[src/rom_sec_cfg.svh]
// constants for the rom vector map and code security logic
`ifndef ROM_SEC_CFG_SVH
`define ROM_SEC_CFG_SVH
`define ROM_VEC_BASE        15'h7ff0
`define ROM_RSV_FIRST       15'h7ff8
`define ROM_RSV_LAST        15'h7ffd
`define ROM_PROT_ADDR       15'h7ffe
`define ROM_RESET_VEC       15'h7fff
`define ROM_LAST_ADDR       15'h7fff
`define PW_PART_HI          14
`define PW_PART_LO          9
`define PW_GLOBAL_BIT       8
`define PW_BLOCK_BIT        7
`define PW_COMP_HI          5
`define PW_COMP_LO          0
`define PW_ERASED           17'h1_ffff
`define BLOCK_SHIFT         9
`define SHORT_VECTOR_CALL_HIGH_BYTE     8'h7f
`define REG_CTRL            12'h000
`define REG_STATUS          12'h004
`define REG_PWORD           12'h008
`define REG_IRQ             12'h00c
`define CTRL_INIT_BIT       0
`define CTRL_MODE_LO        1
`define CTRL_MODE_HI        2
`endif

[src/rom_sec_pkg.sv]
// types shared by the rom security block
package rom_sec_pkg;
  typedef enum logic [1:0] {MODE_NORMAL, MODE_PROGRAM, MODE_EMULATE, MODE_TRACE} test_mode_e;
  typedef enum logic [1:0] {PROT_NONE, PROT_BLOCK, PROT_GLOBAL} prot_state_e;
  typedef struct packed {
    logic [5:0]  partition_value;
    logic        global_lock;
    logic        block_lock;
    logic [5:0]  complement_marker;
  } prot_fields_s;
  typedef struct packed {
    logic        valid;
    logic [14:0] addr;
    logic        is_write;
  } rom_req_s;
endpackage

[src/addr_guard.sv]
// checks one rom address against the protection state
`include "rom_sec_cfg.svh"
module addr_guard
  import rom_sec_pkg::*;
(
  // protection
  input  prot_state_e      state,
  input  wire logic [5:0]  partition_value,
  // address
  input  wire logic [14:0] addr,
  output logic             denied
);
  logic [15:0] bound;
  // first unprotected address is (n+1)*512
  always_comb begin
    bound = 16'({10'h000, partition_value} + 16'h0001) << `BLOCK_SHIFT;
    case (state)
      PROT_GLOBAL: denied = 1'b1;
      PROT_BLOCK:  denied = ({1'b0, addr} < bound);
      default:     denied = 1'b0;
    endcase
  end
endmodule

[src/prot_decode.sv]
// decodes a protection word into a protection state
`include "rom_sec_cfg.svh"
module prot_decode
  import rom_sec_pkg::*;
(
  // raw word
  input  wire logic [16:0] word,
  // decoded
  output prot_fields_s     fields,
  output prot_state_e      state,
  output logic             parity_ok
);
  // field extraction and mode selection
  always_comb begin
    fields.partition_value   = word[`PW_PART_HI:`PW_PART_LO];
    fields.global_lock       = word[`PW_GLOBAL_BIT];
    fields.block_lock        = word[`PW_BLOCK_BIT];
    fields.complement_marker = word[`PW_COMP_HI:`PW_COMP_LO];
    parity_ok = (fields.complement_marker == ~fields.partition_value);
    if (!fields.global_lock) begin
      state = PROT_GLOBAL;
    end else if (!fields.block_lock) begin
      state = PROT_BLOCK;
    end else begin
      state = PROT_NONE;
    end
  end
endmodule

[src/rom_vector_and_code_security.sv]
// rom vector map and rom code security controller with apb registers
`include "rom_sec_cfg.svh"
module rom_vector_and_code_security
  import rom_sec_pkg::*;
(
  // clock and reset
  input  wire logic        clk,
  input  wire logic        rst,
  // apb slave
  input  wire logic        psel,
  input  wire logic        penable,
  input  wire logic        pwrite,
  input  wire logic [11:0] paddr,
  input  wire logic [31:0] pwdata,
  output logic [31:0]      prdata,
  output logic             pready,
  output logic             pslverr,
  // rom array read port, protection word and vectors
  output logic [14:0]      rom_addr,
  output logic             rom_rd,
  input  wire logic [16:0] rom_data,
  input  wire logic        rom_data_valid,
  // core side
  output logic             core_stall,
  output logic [15:0]      core_pc_load,
  output logic             core_pc_load_valid,
  input  wire logic [7:0]  irq_pending,
  input  wire logic [7:0]  irq_enable,
  input  wire logic        irq_ack,
  input  wire logic [7:0]  short_vector_call_operand,
  input  wire logic        short_vector_call_req,
  // lookup instruction check
  input  wire logic        lookup_req,
  input  wire logic [14:0] lookup_addr,
  input  wire logic [14:0] lookup_pc,
  output logic             lookup_refuse,
  output logic             lookup_external,
  // scan circuit check
  input  wire logic        scan_req,
  input  wire logic [14:0] scan_addr,
  output logic             scan_refuse
);
  typedef enum logic [2:0] {ST_LOAD_REQ, ST_LOAD_WAIT, ST_VEC_REQ, ST_VEC_WAIT,
                            ST_RUN, ST_IRQ_WAIT} seq_e;
  typedef struct packed {
    seq_e        seq;
    logic [16:0] sec_word;
    test_mode_e  mode;
    test_mode_e  pending_mode;
    logic        load_done;
    logic [14:0] rom_addr;
    logic        rom_rd;
    logic        stall;
    logic [15:0] pc_load;
    logic        pc_valid;
    logic [31:0] prdata;
    logic        pready;
    logic        pslverr;
    logic        lk_refuse;
    logic        lk_ext;
    logic        sc_refuse;
  } state_s;

  // whole state of the block and its next value
  state_s      cur_reg;
  state_s      cur_next;
  prot_fields_s fields;
  prot_state_e pstate;
  logic        parity_ok;
  // guard results and the interrupt choice
  logic        scan_deny;
  logic        lk_deny;
  logic        lk_pc_deny;
  logic [2:0]  irq_sel;
  logic        irq_any;

  // decode of the held security word
  prot_decode u_decode (
    .word      (cur_reg.sec_word),
    .fields    (fields),
    .state     (pstate),
    .parity_ok (parity_ok)
  );

  // scan access check
  addr_guard u_scan_guard (
    .state           (pstate),
    .partition_value (fields.partition_value),
    .addr            (scan_addr),
    .denied          (scan_deny)
  );

  // lookup checks: data and instruction side
  addr_guard u_lk_guard (
    .state           (pstate),
    .partition_value (fields.partition_value),
    .addr            (lookup_addr),
    .denied          (lk_deny)
  );
  addr_guard u_pc_guard (
    .state           (pstate),
    .partition_value (fields.partition_value),
    .addr            (lookup_pc),
    .denied          (lk_pc_deny)
  );

  // priority select, lowest index wins
  always_comb begin
    irq_sel = 3'd0;
    irq_any = 1'b0;
    for (int i = 7; i >= 0; i--) begin
      if (irq_pending[i] && irq_enable[i]) begin
        irq_sel = 3'(i);
        irq_any = 1'b1;
      end
    end
  end

  // next state
  always_comb begin
    cur_next          = cur_reg;
    cur_next.rom_rd   = 1'b0;
    cur_next.pc_valid = 1'b0;
    cur_next.pready   = 1'b0;
    cur_next.pslverr  = 1'b0;
    // security checks, refused outside the unlocked block, scans also before the first load; lookups in emulation are never refused
    cur_next.sc_refuse = scan_req && (scan_deny || !cur_reg.load_done);
    cur_next.lk_ext    = lookup_req && (cur_reg.mode == MODE_EMULATE);
    cur_next.lk_refuse = lookup_req && (cur_reg.mode != MODE_EMULATE) &&
                         (lk_deny || (lk_pc_deny != lk_deny));
    case (cur_reg.seq)
      // ask for the protection word; power-up and test-mode entry both start here
      ST_LOAD_REQ: begin
        cur_next.stall    = 1'b1;
        cur_next.rom_addr = `ROM_PROT_ADDR;
        cur_next.rom_rd   = 1'b1;
        cur_next.seq      = ST_LOAD_WAIT;
      end
      // take the word; only the power-up pass goes on to the reset vector
      ST_LOAD_WAIT: begin
        if (rom_data_valid) begin
          cur_next.sec_word  = rom_data;
          cur_next.load_done = 1'b1;
          cur_next.mode      = cur_reg.pending_mode;
          cur_next.seq       = cur_reg.load_done ? ST_RUN : ST_VEC_REQ;
          cur_next.stall     = cur_reg.load_done ? 1'b0 : 1'b1;
        end
      end
      // power-up only: fetch the reset vector
      ST_VEC_REQ: begin
        cur_next.rom_addr = `ROM_RESET_VEC;
        cur_next.rom_rd   = 1'b1;
        cur_next.seq      = ST_VEC_WAIT;
      end
      // reset vector arrives: load pc and let the core run
      ST_VEC_WAIT: begin
        if (rom_data_valid) begin
          cur_next.pc_load  = rom_data[15:0];
          cur_next.pc_valid = 1'b1;
          cur_next.stall    = 1'b0;
          cur_next.seq      = ST_RUN;
        end
      end
      // interrupt vector arrives
      ST_IRQ_WAIT: begin
        if (rom_data_valid) begin
          cur_next.pc_load  = rom_data[15:0];
          cur_next.pc_valid = 1'b1;
          cur_next.seq      = ST_RUN;
        end
      end
      // an interrupt wins over a short vector call in the same cycle
      ST_RUN: begin
        if (irq_ack && irq_any) begin
          cur_next.rom_addr = `ROM_VEC_BASE + {12'h000, irq_sel};
          cur_next.rom_rd   = 1'b1;
          cur_next.seq      = ST_IRQ_WAIT;
        end else if (short_vector_call_req) begin
          cur_next.pc_load  = {`SHORT_VECTOR_CALL_HIGH_BYTE, short_vector_call_operand};
          cur_next.pc_valid = 1'b1;
        end
      end
      // unused codes fall back to a fresh load
      default: cur_next.seq = ST_LOAD_REQ;
    endcase
    // apb access phase, answered with one wait state
    if (psel && penable && !cur_reg.pready) begin
      cur_next.pready = 1'b1;
      cur_next.prdata = 32'h0000_0000;
      case (paddr)
        `REG_CTRL: begin
          if (pwrite) begin
            if (pwdata[`CTRL_INIT_BIT] && cur_reg.seq == ST_RUN) begin
              // mode entry always reruns the security load; a direct trace and
              // emulation swap runs in normal mode until that load completes
              if ((cur_reg.mode == MODE_TRACE &&
                   test_mode_e'(pwdata[`CTRL_MODE_HI:`CTRL_MODE_LO]) == MODE_EMULATE) ||
                  (cur_reg.mode == MODE_EMULATE &&
                   test_mode_e'(pwdata[`CTRL_MODE_HI:`CTRL_MODE_LO]) == MODE_TRACE)) begin
                cur_next.pending_mode = test_mode_e'(pwdata[`CTRL_MODE_HI:`CTRL_MODE_LO]);
                cur_next.mode         = MODE_NORMAL;
              end else begin
                cur_next.pending_mode = test_mode_e'(pwdata[`CTRL_MODE_HI:`CTRL_MODE_LO]);
              end
              cur_next.seq   = ST_LOAD_REQ;
              cur_next.stall = 1'b1;
              // drop a vector read started this cycle so that its data is
              // never mistaken for the protection word
              cur_next.rom_rd = 1'b0;
            end else begin
              cur_next.pslverr = 1'b1;
            end
          end else begin
            cur_next.prdata = {29'h0, cur_reg.mode, 1'b0};
          end
        end
        // status: parity, stall, protection state, load done
        `REG_STATUS: begin
          if (pwrite) begin
            cur_next.pslverr = 1'b1;
          end else begin
            cur_next.prdata = {26'h0, parity_ok, cur_reg.stall, pstate,
                               cur_reg.load_done, 1'b0};
          end
        end
        // held protection word, read only until the next load
        `REG_PWORD: begin
          if (pwrite) begin
            cur_next.pslverr = 1'b1;
          end else begin
            cur_next.prdata = {15'h0, cur_reg.sec_word};
          end
        end
        // levels that are both pending and enabled
        `REG_IRQ: begin
          if (pwrite) begin
            cur_next.pslverr = 1'b1;
          end else begin
            cur_next.prdata = {24'h0, irq_pending & irq_enable};
          end
        end
        default: cur_next.pslverr = 1'b1;
      endcase
    end
  end

  // state register
  always_ff @(posedge clk) begin
    if (rst) begin
      cur_reg.seq          <= ST_LOAD_REQ;
      cur_reg.sec_word     <= `PW_ERASED;
      cur_reg.mode         <= MODE_NORMAL;
      cur_reg.pending_mode <= MODE_NORMAL;
      cur_reg.load_done    <= 1'b0;
      cur_reg.rom_addr     <= 15'h0000;
      cur_reg.rom_rd       <= 1'b0;
      cur_reg.stall        <= 1'b1;
      cur_reg.pc_load      <= 16'h0000;
      cur_reg.pc_valid     <= 1'b0;
      cur_reg.prdata       <= 32'h0000_0000;
      cur_reg.pready       <= 1'b0;
      cur_reg.pslverr      <= 1'b0;
      cur_reg.lk_refuse    <= 1'b0;
      cur_reg.lk_ext       <= 1'b0;
      cur_reg.sc_refuse    <= 1'b0;
    end else begin
      cur_reg <= cur_next;
    end
  end

  // outputs straight from the state register
  assign prdata             = cur_reg.prdata;
  assign pready             = cur_reg.pready;
  assign pslverr            = cur_reg.pslverr;
  assign rom_addr           = cur_reg.rom_addr;
  assign rom_rd             = cur_reg.rom_rd;
  assign core_stall         = cur_reg.stall;
  assign core_pc_load       = cur_reg.pc_load;
  assign core_pc_load_valid = cur_reg.pc_valid;
  assign lookup_refuse      = cur_reg.lk_refuse;
  assign lookup_external    = cur_reg.lk_ext;
  assign scan_refuse        = cur_reg.sc_refuse;
endmodule

[config.mk]
export PLATFORM = sky130hd
export DESIGN_NAME = rom_vector_and_code_security
export DESIGN_NICKNAME = d
export VERILOG_FILES = /design/src/rom_sec_pkg.sv /design/src/addr_guard.sv /design/src/prot_decode.sv /design/src/rom_vector_and_code_security.sv
export VERILOG_INCLUDE_DIRS = /design/src
export SDC_FILE = /design/constraint.sdc
export NUM_CORES = 1
export LEC_CHECK = 0
export BUFFER_PORTS_ARGS = -buffer_cell sky130_fd_sc_hd__buf_2
export CORE_ASPECT_RATIO = 0.5
export CORE_MARGIN = 10
export CORE_UTILIZATION = 48
export DETAILED_ROUTE_END_ITERATION = 16
export MAX_ROUTING_LAYER = met4
export PLACE_DENSITY = 0.79
export SYNTH_ARGS = -nofsm -noshare
export SYNTH_HDL_FRONTEND = slang
export SYNTH_HIERARCHICAL = 1
export SYNTH_SLANG_ARGS = --single-unit
[constraint.sdc]
create_clock -name clk -period 2.8 [get_ports clk]
set_input_delay 0.56 -clock clk [delete_from_list [all_inputs] [get_ports clk]]
set_output_delay 0.56 -clock clk [all_outputs]
set_load 0.01 [all_outputs]
Word-level counts from Yosys, hierarchy flattened
Index checks and enable logic that the tools add are counted.
Operators by class
  magnitude comparators: 3
  add/subtract/negate cells: 2
  reductions and logical operators: 34
  bitwise operators: 3
  muxes and demuxes: 60
  eq/ne operators: 22
Operators by type and width (count)
  $mux 17: 4
  $pmux 17 s4: 1
  $pmux 17 s3: 1
  $lt 15x16->1: 3
  $mux 3: 16
  $pmux 16 s3: 1
  $eq 12x4->1 const B: 2
  $mux 22: 1
  $logic_and 1x1->1: 18
  $mux 18: 1
  $mux 16: 1
  $mux 2: 8
  $mux 4: 4
  $pmux 3 s5: 1
  $mux 1: 14
  $eq 12x3->1 const B: 1
  $logic_not 12->1: 1
  $ne 2x2->1 const B: 6
  $eq 2x2->1 const B: 5
  $and 8x8->8: 1
  $mux 8: 1
  $pmux 1 s2: 4
  $add 6x1->7 const B: 1
  $add 5x4->6 const A: 1
  19 further kinds: 27
Storage, ports and cells
  register bits after elaboration: 81
  output and inout bits: 71
  input port bits: 140
  word-level logic and storage cells: 140

Longest topological paths before layout
  depth after elaboration: 16
  mapped depth: 11
  depth with buffers taken out: 10

Cells and area by module
Netlist, hierarchy kept.
Modules (own cells, without submodules)
  rom_vector_and_code_security: area each 3614.7 um^2, cells an instance 379, instances 1, seq. area each 1421.4 um^2
  addr_guard: area each 245.2 um^2, cells an instance 29, instances 3, seq. area each 0.0 um^2
  prot_decode: area each 181.4 um^2, cells an instance 24, instances 1, seq. area each 0.0 um^2

Worst setup path before layout
No wires, ideal clock.
  path kind: register -> register
  start point: reg cur_reg[85] (netlist bit)
  end point: reg cur_reg, in the netlist lookup_refuse
  arrival time: 2.021 ns
  clock period less this slack: 2.116 ns
  stages on the path, launching flop included: 12
  library setup time: 0.096 ns
  path buffers: 1
  data required time: 2.704 ns
  path slack: 0.684 ns
  cell sequence: dfxtp_1 -> buf_4 -> ha_1 -> nand3_1 -> xor2_1 -> ha_1 -> nand2_1 -> a21oi_1 -> a211oi_1 -> o221a_1 -> nor2_1 -> nor4b_1
Between the ends
  cells in the longest elaborated chain, start to end: 6
  elaborated cells between the ends (all ways): 8
  those cells by class: add/sub (1); order compare (2); eq/ne (1); mux (2); reduce/logical (2)
Ends and longest elaborated chain
  from (decl): line rom_vector_and_code_security.sv:65  | state_s cur_reg;
  from (signal assigned): line rom_vector_and_code_security.sv:267  | cur_reg <= cur_next;
  $add 6x1->7 (*): line addr_guard.sv:16  | bound = 16'({10'h000, partition_value} + 16'h0001) << `BLOCK_SHIFT;
  $lt 15x16->1 (*): line addr_guard.sv:19  | PROT_BLOCK: denied = ({1'b0, addr} < bound);
  $pmux 1 s2 (*): line addr_guard.sv:17  | case (state)
  net lk_deny: line rom_vector_and_code_security.sv:72  | logic lk_deny;
  $ne 1x1->1: line rom_vector_and_code_security.sv:130  | (lk_deny || (lk_pc_deny != lk_deny));
  $logic_or 1x1->1 (*): line rom_vector_and_code_security.sv:130
  $logic_and 1x1->1 (*): line rom_vector_and_code_security.sv:129  | cur_next.lk_refuse = lookup_req && (cur_reg.mode != MODE_EMULATE) &&
Mark *: on every way through the listed nets, which the timed path passes. The rest lies on a longest branch.
A chain may end at the register's enable or synchronous reset.

Worst setup path after layout
  start point: reg cur_reg[85] (netlist bit)
  end point: reg cur_reg, in the netlist lookup_refuse
Between the ends
  cells in the longest elaborated chain, start to end: 6
  elaborated cells between the ends (all ways): 8
  those cells by class: add/sub (1); order compare (2); eq/ne (1); mux (2); reduce/logical (2)
Ends and longest elaborated chain
  $add 6x1->7: line addr_guard.sv:16
  $lt 15x16->1: line addr_guard.sv:19
  $pmux 1 s2: line addr_guard.sv:17
  net lk_pc_deny: line rom_vector_and_code_security.sv:73  | logic lk_pc_deny;
  $ne 1x1->1: line rom_vector_and_code_security.sv:130
  $logic_or 1x1->1: line rom_vector_and_code_security.sv:130
  $logic_and 1x1->1: line rom_vector_and_code_security.sv:129
The timed path passes the listed nets, and every way through them passes these cells.

==> summary.txt <==
Setup path
  • End of the critical path: lookup_refuse
  • Setup slack, reg-to-reg: 340 ps
  • Critical register-to-register path startpoint: cur_reg[85]
  • Crit path launch: cur_reg[85]
  • CP Launch Type: register
  • Worst path most repeated cell: sky130_fd_sc_hd__ha_1
  • Element type at the critical path end: register
  • Classification of the worst setup path: register to register
  • Data arrival time of the critical path: 2690 ps
  • Reg-to-Reg End: lookup_refuse
  • CP required: 3030 ps
  • Worst-path cell chain: ha_1, nand3_1, xor2_1, ha_1, nand2_1, a21oi_1, a211oi_1, o221a_1, nor2_1, nor4b_1
  • Library cell contributing the largest single delay on the critical path: sky130_fd_sc_hd__dfxtp_1
  • Crit path largest cell delay: 480 ps
  • Number of buffer and inverter instances along the worst setup path: 0
  • Critical-path maximum fanout: 6
  • Cell depth of the worst setup path: 10
  • Worst Reg2Reg Path Length in Cells: 10
  • CP delay by family, top: compound AO/OA/AOI/OAI gates

STA
  • Number of pins exceeding their max-slew limit in the final report: 0
  • Least-Margin Pin Slew: 751 ps
  • Final Cycle Share: 87.7%
  • Highest attainable clock frequency: 407 MHz
  • Total negative slack for setup checks: 0 ps
  • Worst-case hold slack: 447 ps
  • Worst setup skew after layout: 3.22 ps
  • Setup violations, final: 0
  • RSZ-0062 raised after global routing: no
  • Slew margin rel.: 49.6%
  • Endpoints failing hold: 0
  • Tmin final: 2460 ps
  • Setup WS post-layout: 344 ps

CTS
  • Number of sinks driven by the clock tree: 71
  • Reg clk slew, reported paths: 60 ps
  • Clock latency of the later-clocked register in the worst-skew pair: 330 ps
  • Max Buffers Root-to-Sink: 2
  • Clock root buffer: sky130_fd_sc_hd__clkbuf_16
  • Cells resized by post-CTS repair: 0
  • Number of buffers created by CTS: 9
  • Post-CTS setup buffers: 0
  • Htree depth: 3
  • Hold bufs inserted after CTS: 0
  • CTS tree: yes

Synth
  • Mean post-synth cell area: 9.28 um^2
  • Number of synthesis warnings: 6
  • Cells after synthesis: 482
  • Area of the mapped netlist: 0.00447 mm^2

Place
  • Placed instance count: 674
  • Number of buffer cells added on primary ports: 139
  • DP Worst Slack: 330 ps
  • Final estimated routing congestion in global placement: 0.844
  • HPWL Detailed: 9400 um

Layout
  • Largest register FFs: 25
  • Synthesis-to-finish area growth: 13.9%
  • Most common cell after layout, fill and taps aside: sky130_fd_sc_hd__buf_2
  • Fill cells: 777
  • Most frequent cells in the layout: sky130_fd_sc_hd__buf_2, sky130_fd_sc_hd__dfxtp_1, sky130_fd_sc_hd__nand2_1, sky130_fd_sc_hd__nor2_1
  • Share of final-layout standard cells stronger than drive strength 1: 37.7%
  • Number of nets in the layout: 732
  • Finished Core Util: 57.3%
  • Non-filler cells in the finished layout: 692

Status
  • Run status: finished clean

Global routing
  • Gr usage total: 17.2%
  • Largest net degree at the start of global routing: 28
  • Initial antenna violation count: 2
  • Via count of the first global-routing pass: 3,633
  • GR Overflow Total: 0
  • Wire length of the first global-routing pass: 18,500 um

Run
  • Number of max-capacitance violations reported: 0

Routing
  • Number of routed nets with antenna violations: 0
  • Via density per instance: 5.25
  • Number of remaining DRC errors: 0
  • Iteration-0 DRC count of the detailed router: 149
  • Per-cell routed wire length: 17.3 um
  • Pre-Repair DR Iteration Count: 5
  • Aggregate routed wire length: 12,000 um
  • Overall via count from detail_route: 3,636

Floorplanning
  • Initial cell density of the core: 50.3%
  • Number of rows in the core area: 24
  • Floorplan die area: 0.0138 mm^2
  • Number of I/O pins: 211
  • Die height: 88.3 um
  • Floorplan Core Area: 0.00889 mm^2
  • Die width: 157 um

Min path
  • Class of the tightest hold or removal check: register to register

Power and ir drop
  • Leakage power: 2.43 nW
  • Peak supply drop: 0.296 mV
  • Power per cell area: 539 mW/mm^2
==> metal layers <==
metal | GRT usage, % | share of wire [%] | up-vias | routed length [um]
met3 | 4.99 | 7.2 | 13 | 863
met1 | 20.1 | 43 | 1718 | 5180
met2 | 28.9 | 49 | 111 | 5820
li1 | - | - | 1794 | -
met4 | 4.43 | 0.99 | 0 | 119
met5 | - | 0 | - | 0
==> worst min path at each step <==
stage | startpoint | depth (start not counted) | end
global placement | core_pc_load[2] | 1 | core_pc_load[2]
floorplan | core_pc_load[0] | 1 | core_pc_load[0]
finish | core_pc_load[0] | 1 | core_pc_load[0]
global route | core_pc_load[0] | 1 | core_pc_load[0]
CTS | prdata[6] | 2 | prdata[6]
detailed placement | core_pc_load[3] | 1 | core_pc_load[3]
==> power breakdown <==
part           internal, mW  switching [mW]  total, mW  leakage (nW)
combinational         0.226           0.285      0.511          1.71
clock                 0.696           0.448       1.14         0.141
sequential             1.05          0.0439       1.09         0.578
total                  1.97           0.777       2.75          2.43
==> layout make-up <==
| class | count | area, um^2 | share of cell area [%] |
|---|---|---|---|
| Timing Repair Buffer | 149 | 771 | 15.1 |
| Tap cell | 117 | 146 | 2.87 |
| Sequential cell | 71 | 1420 | 27.9 |
| Multi-Input combinational cell | 312 | 2360 | 46.3 |
| Antenna cell | 2 | 5.00 | 0.0983 |
| Clock inverter | 6 | 70.1 | 1.38 |
| Inverter | 25 | 93.8 | 1.84 |
| Clock buffer | 10 | 229 | 4.50 |
==> metrics by stage <==
stage / cell area (um^2) / total power [mW]
final: 5090 / 2.75
after global routing: 5090 / 2.87
after CTS: 5090 / 2.77
after detailed placement: 4790 / 1.62
after global placement: 4790 / 1.60
after floorplan: 4520 / 1.50
(Power assumes the default switching activity.)
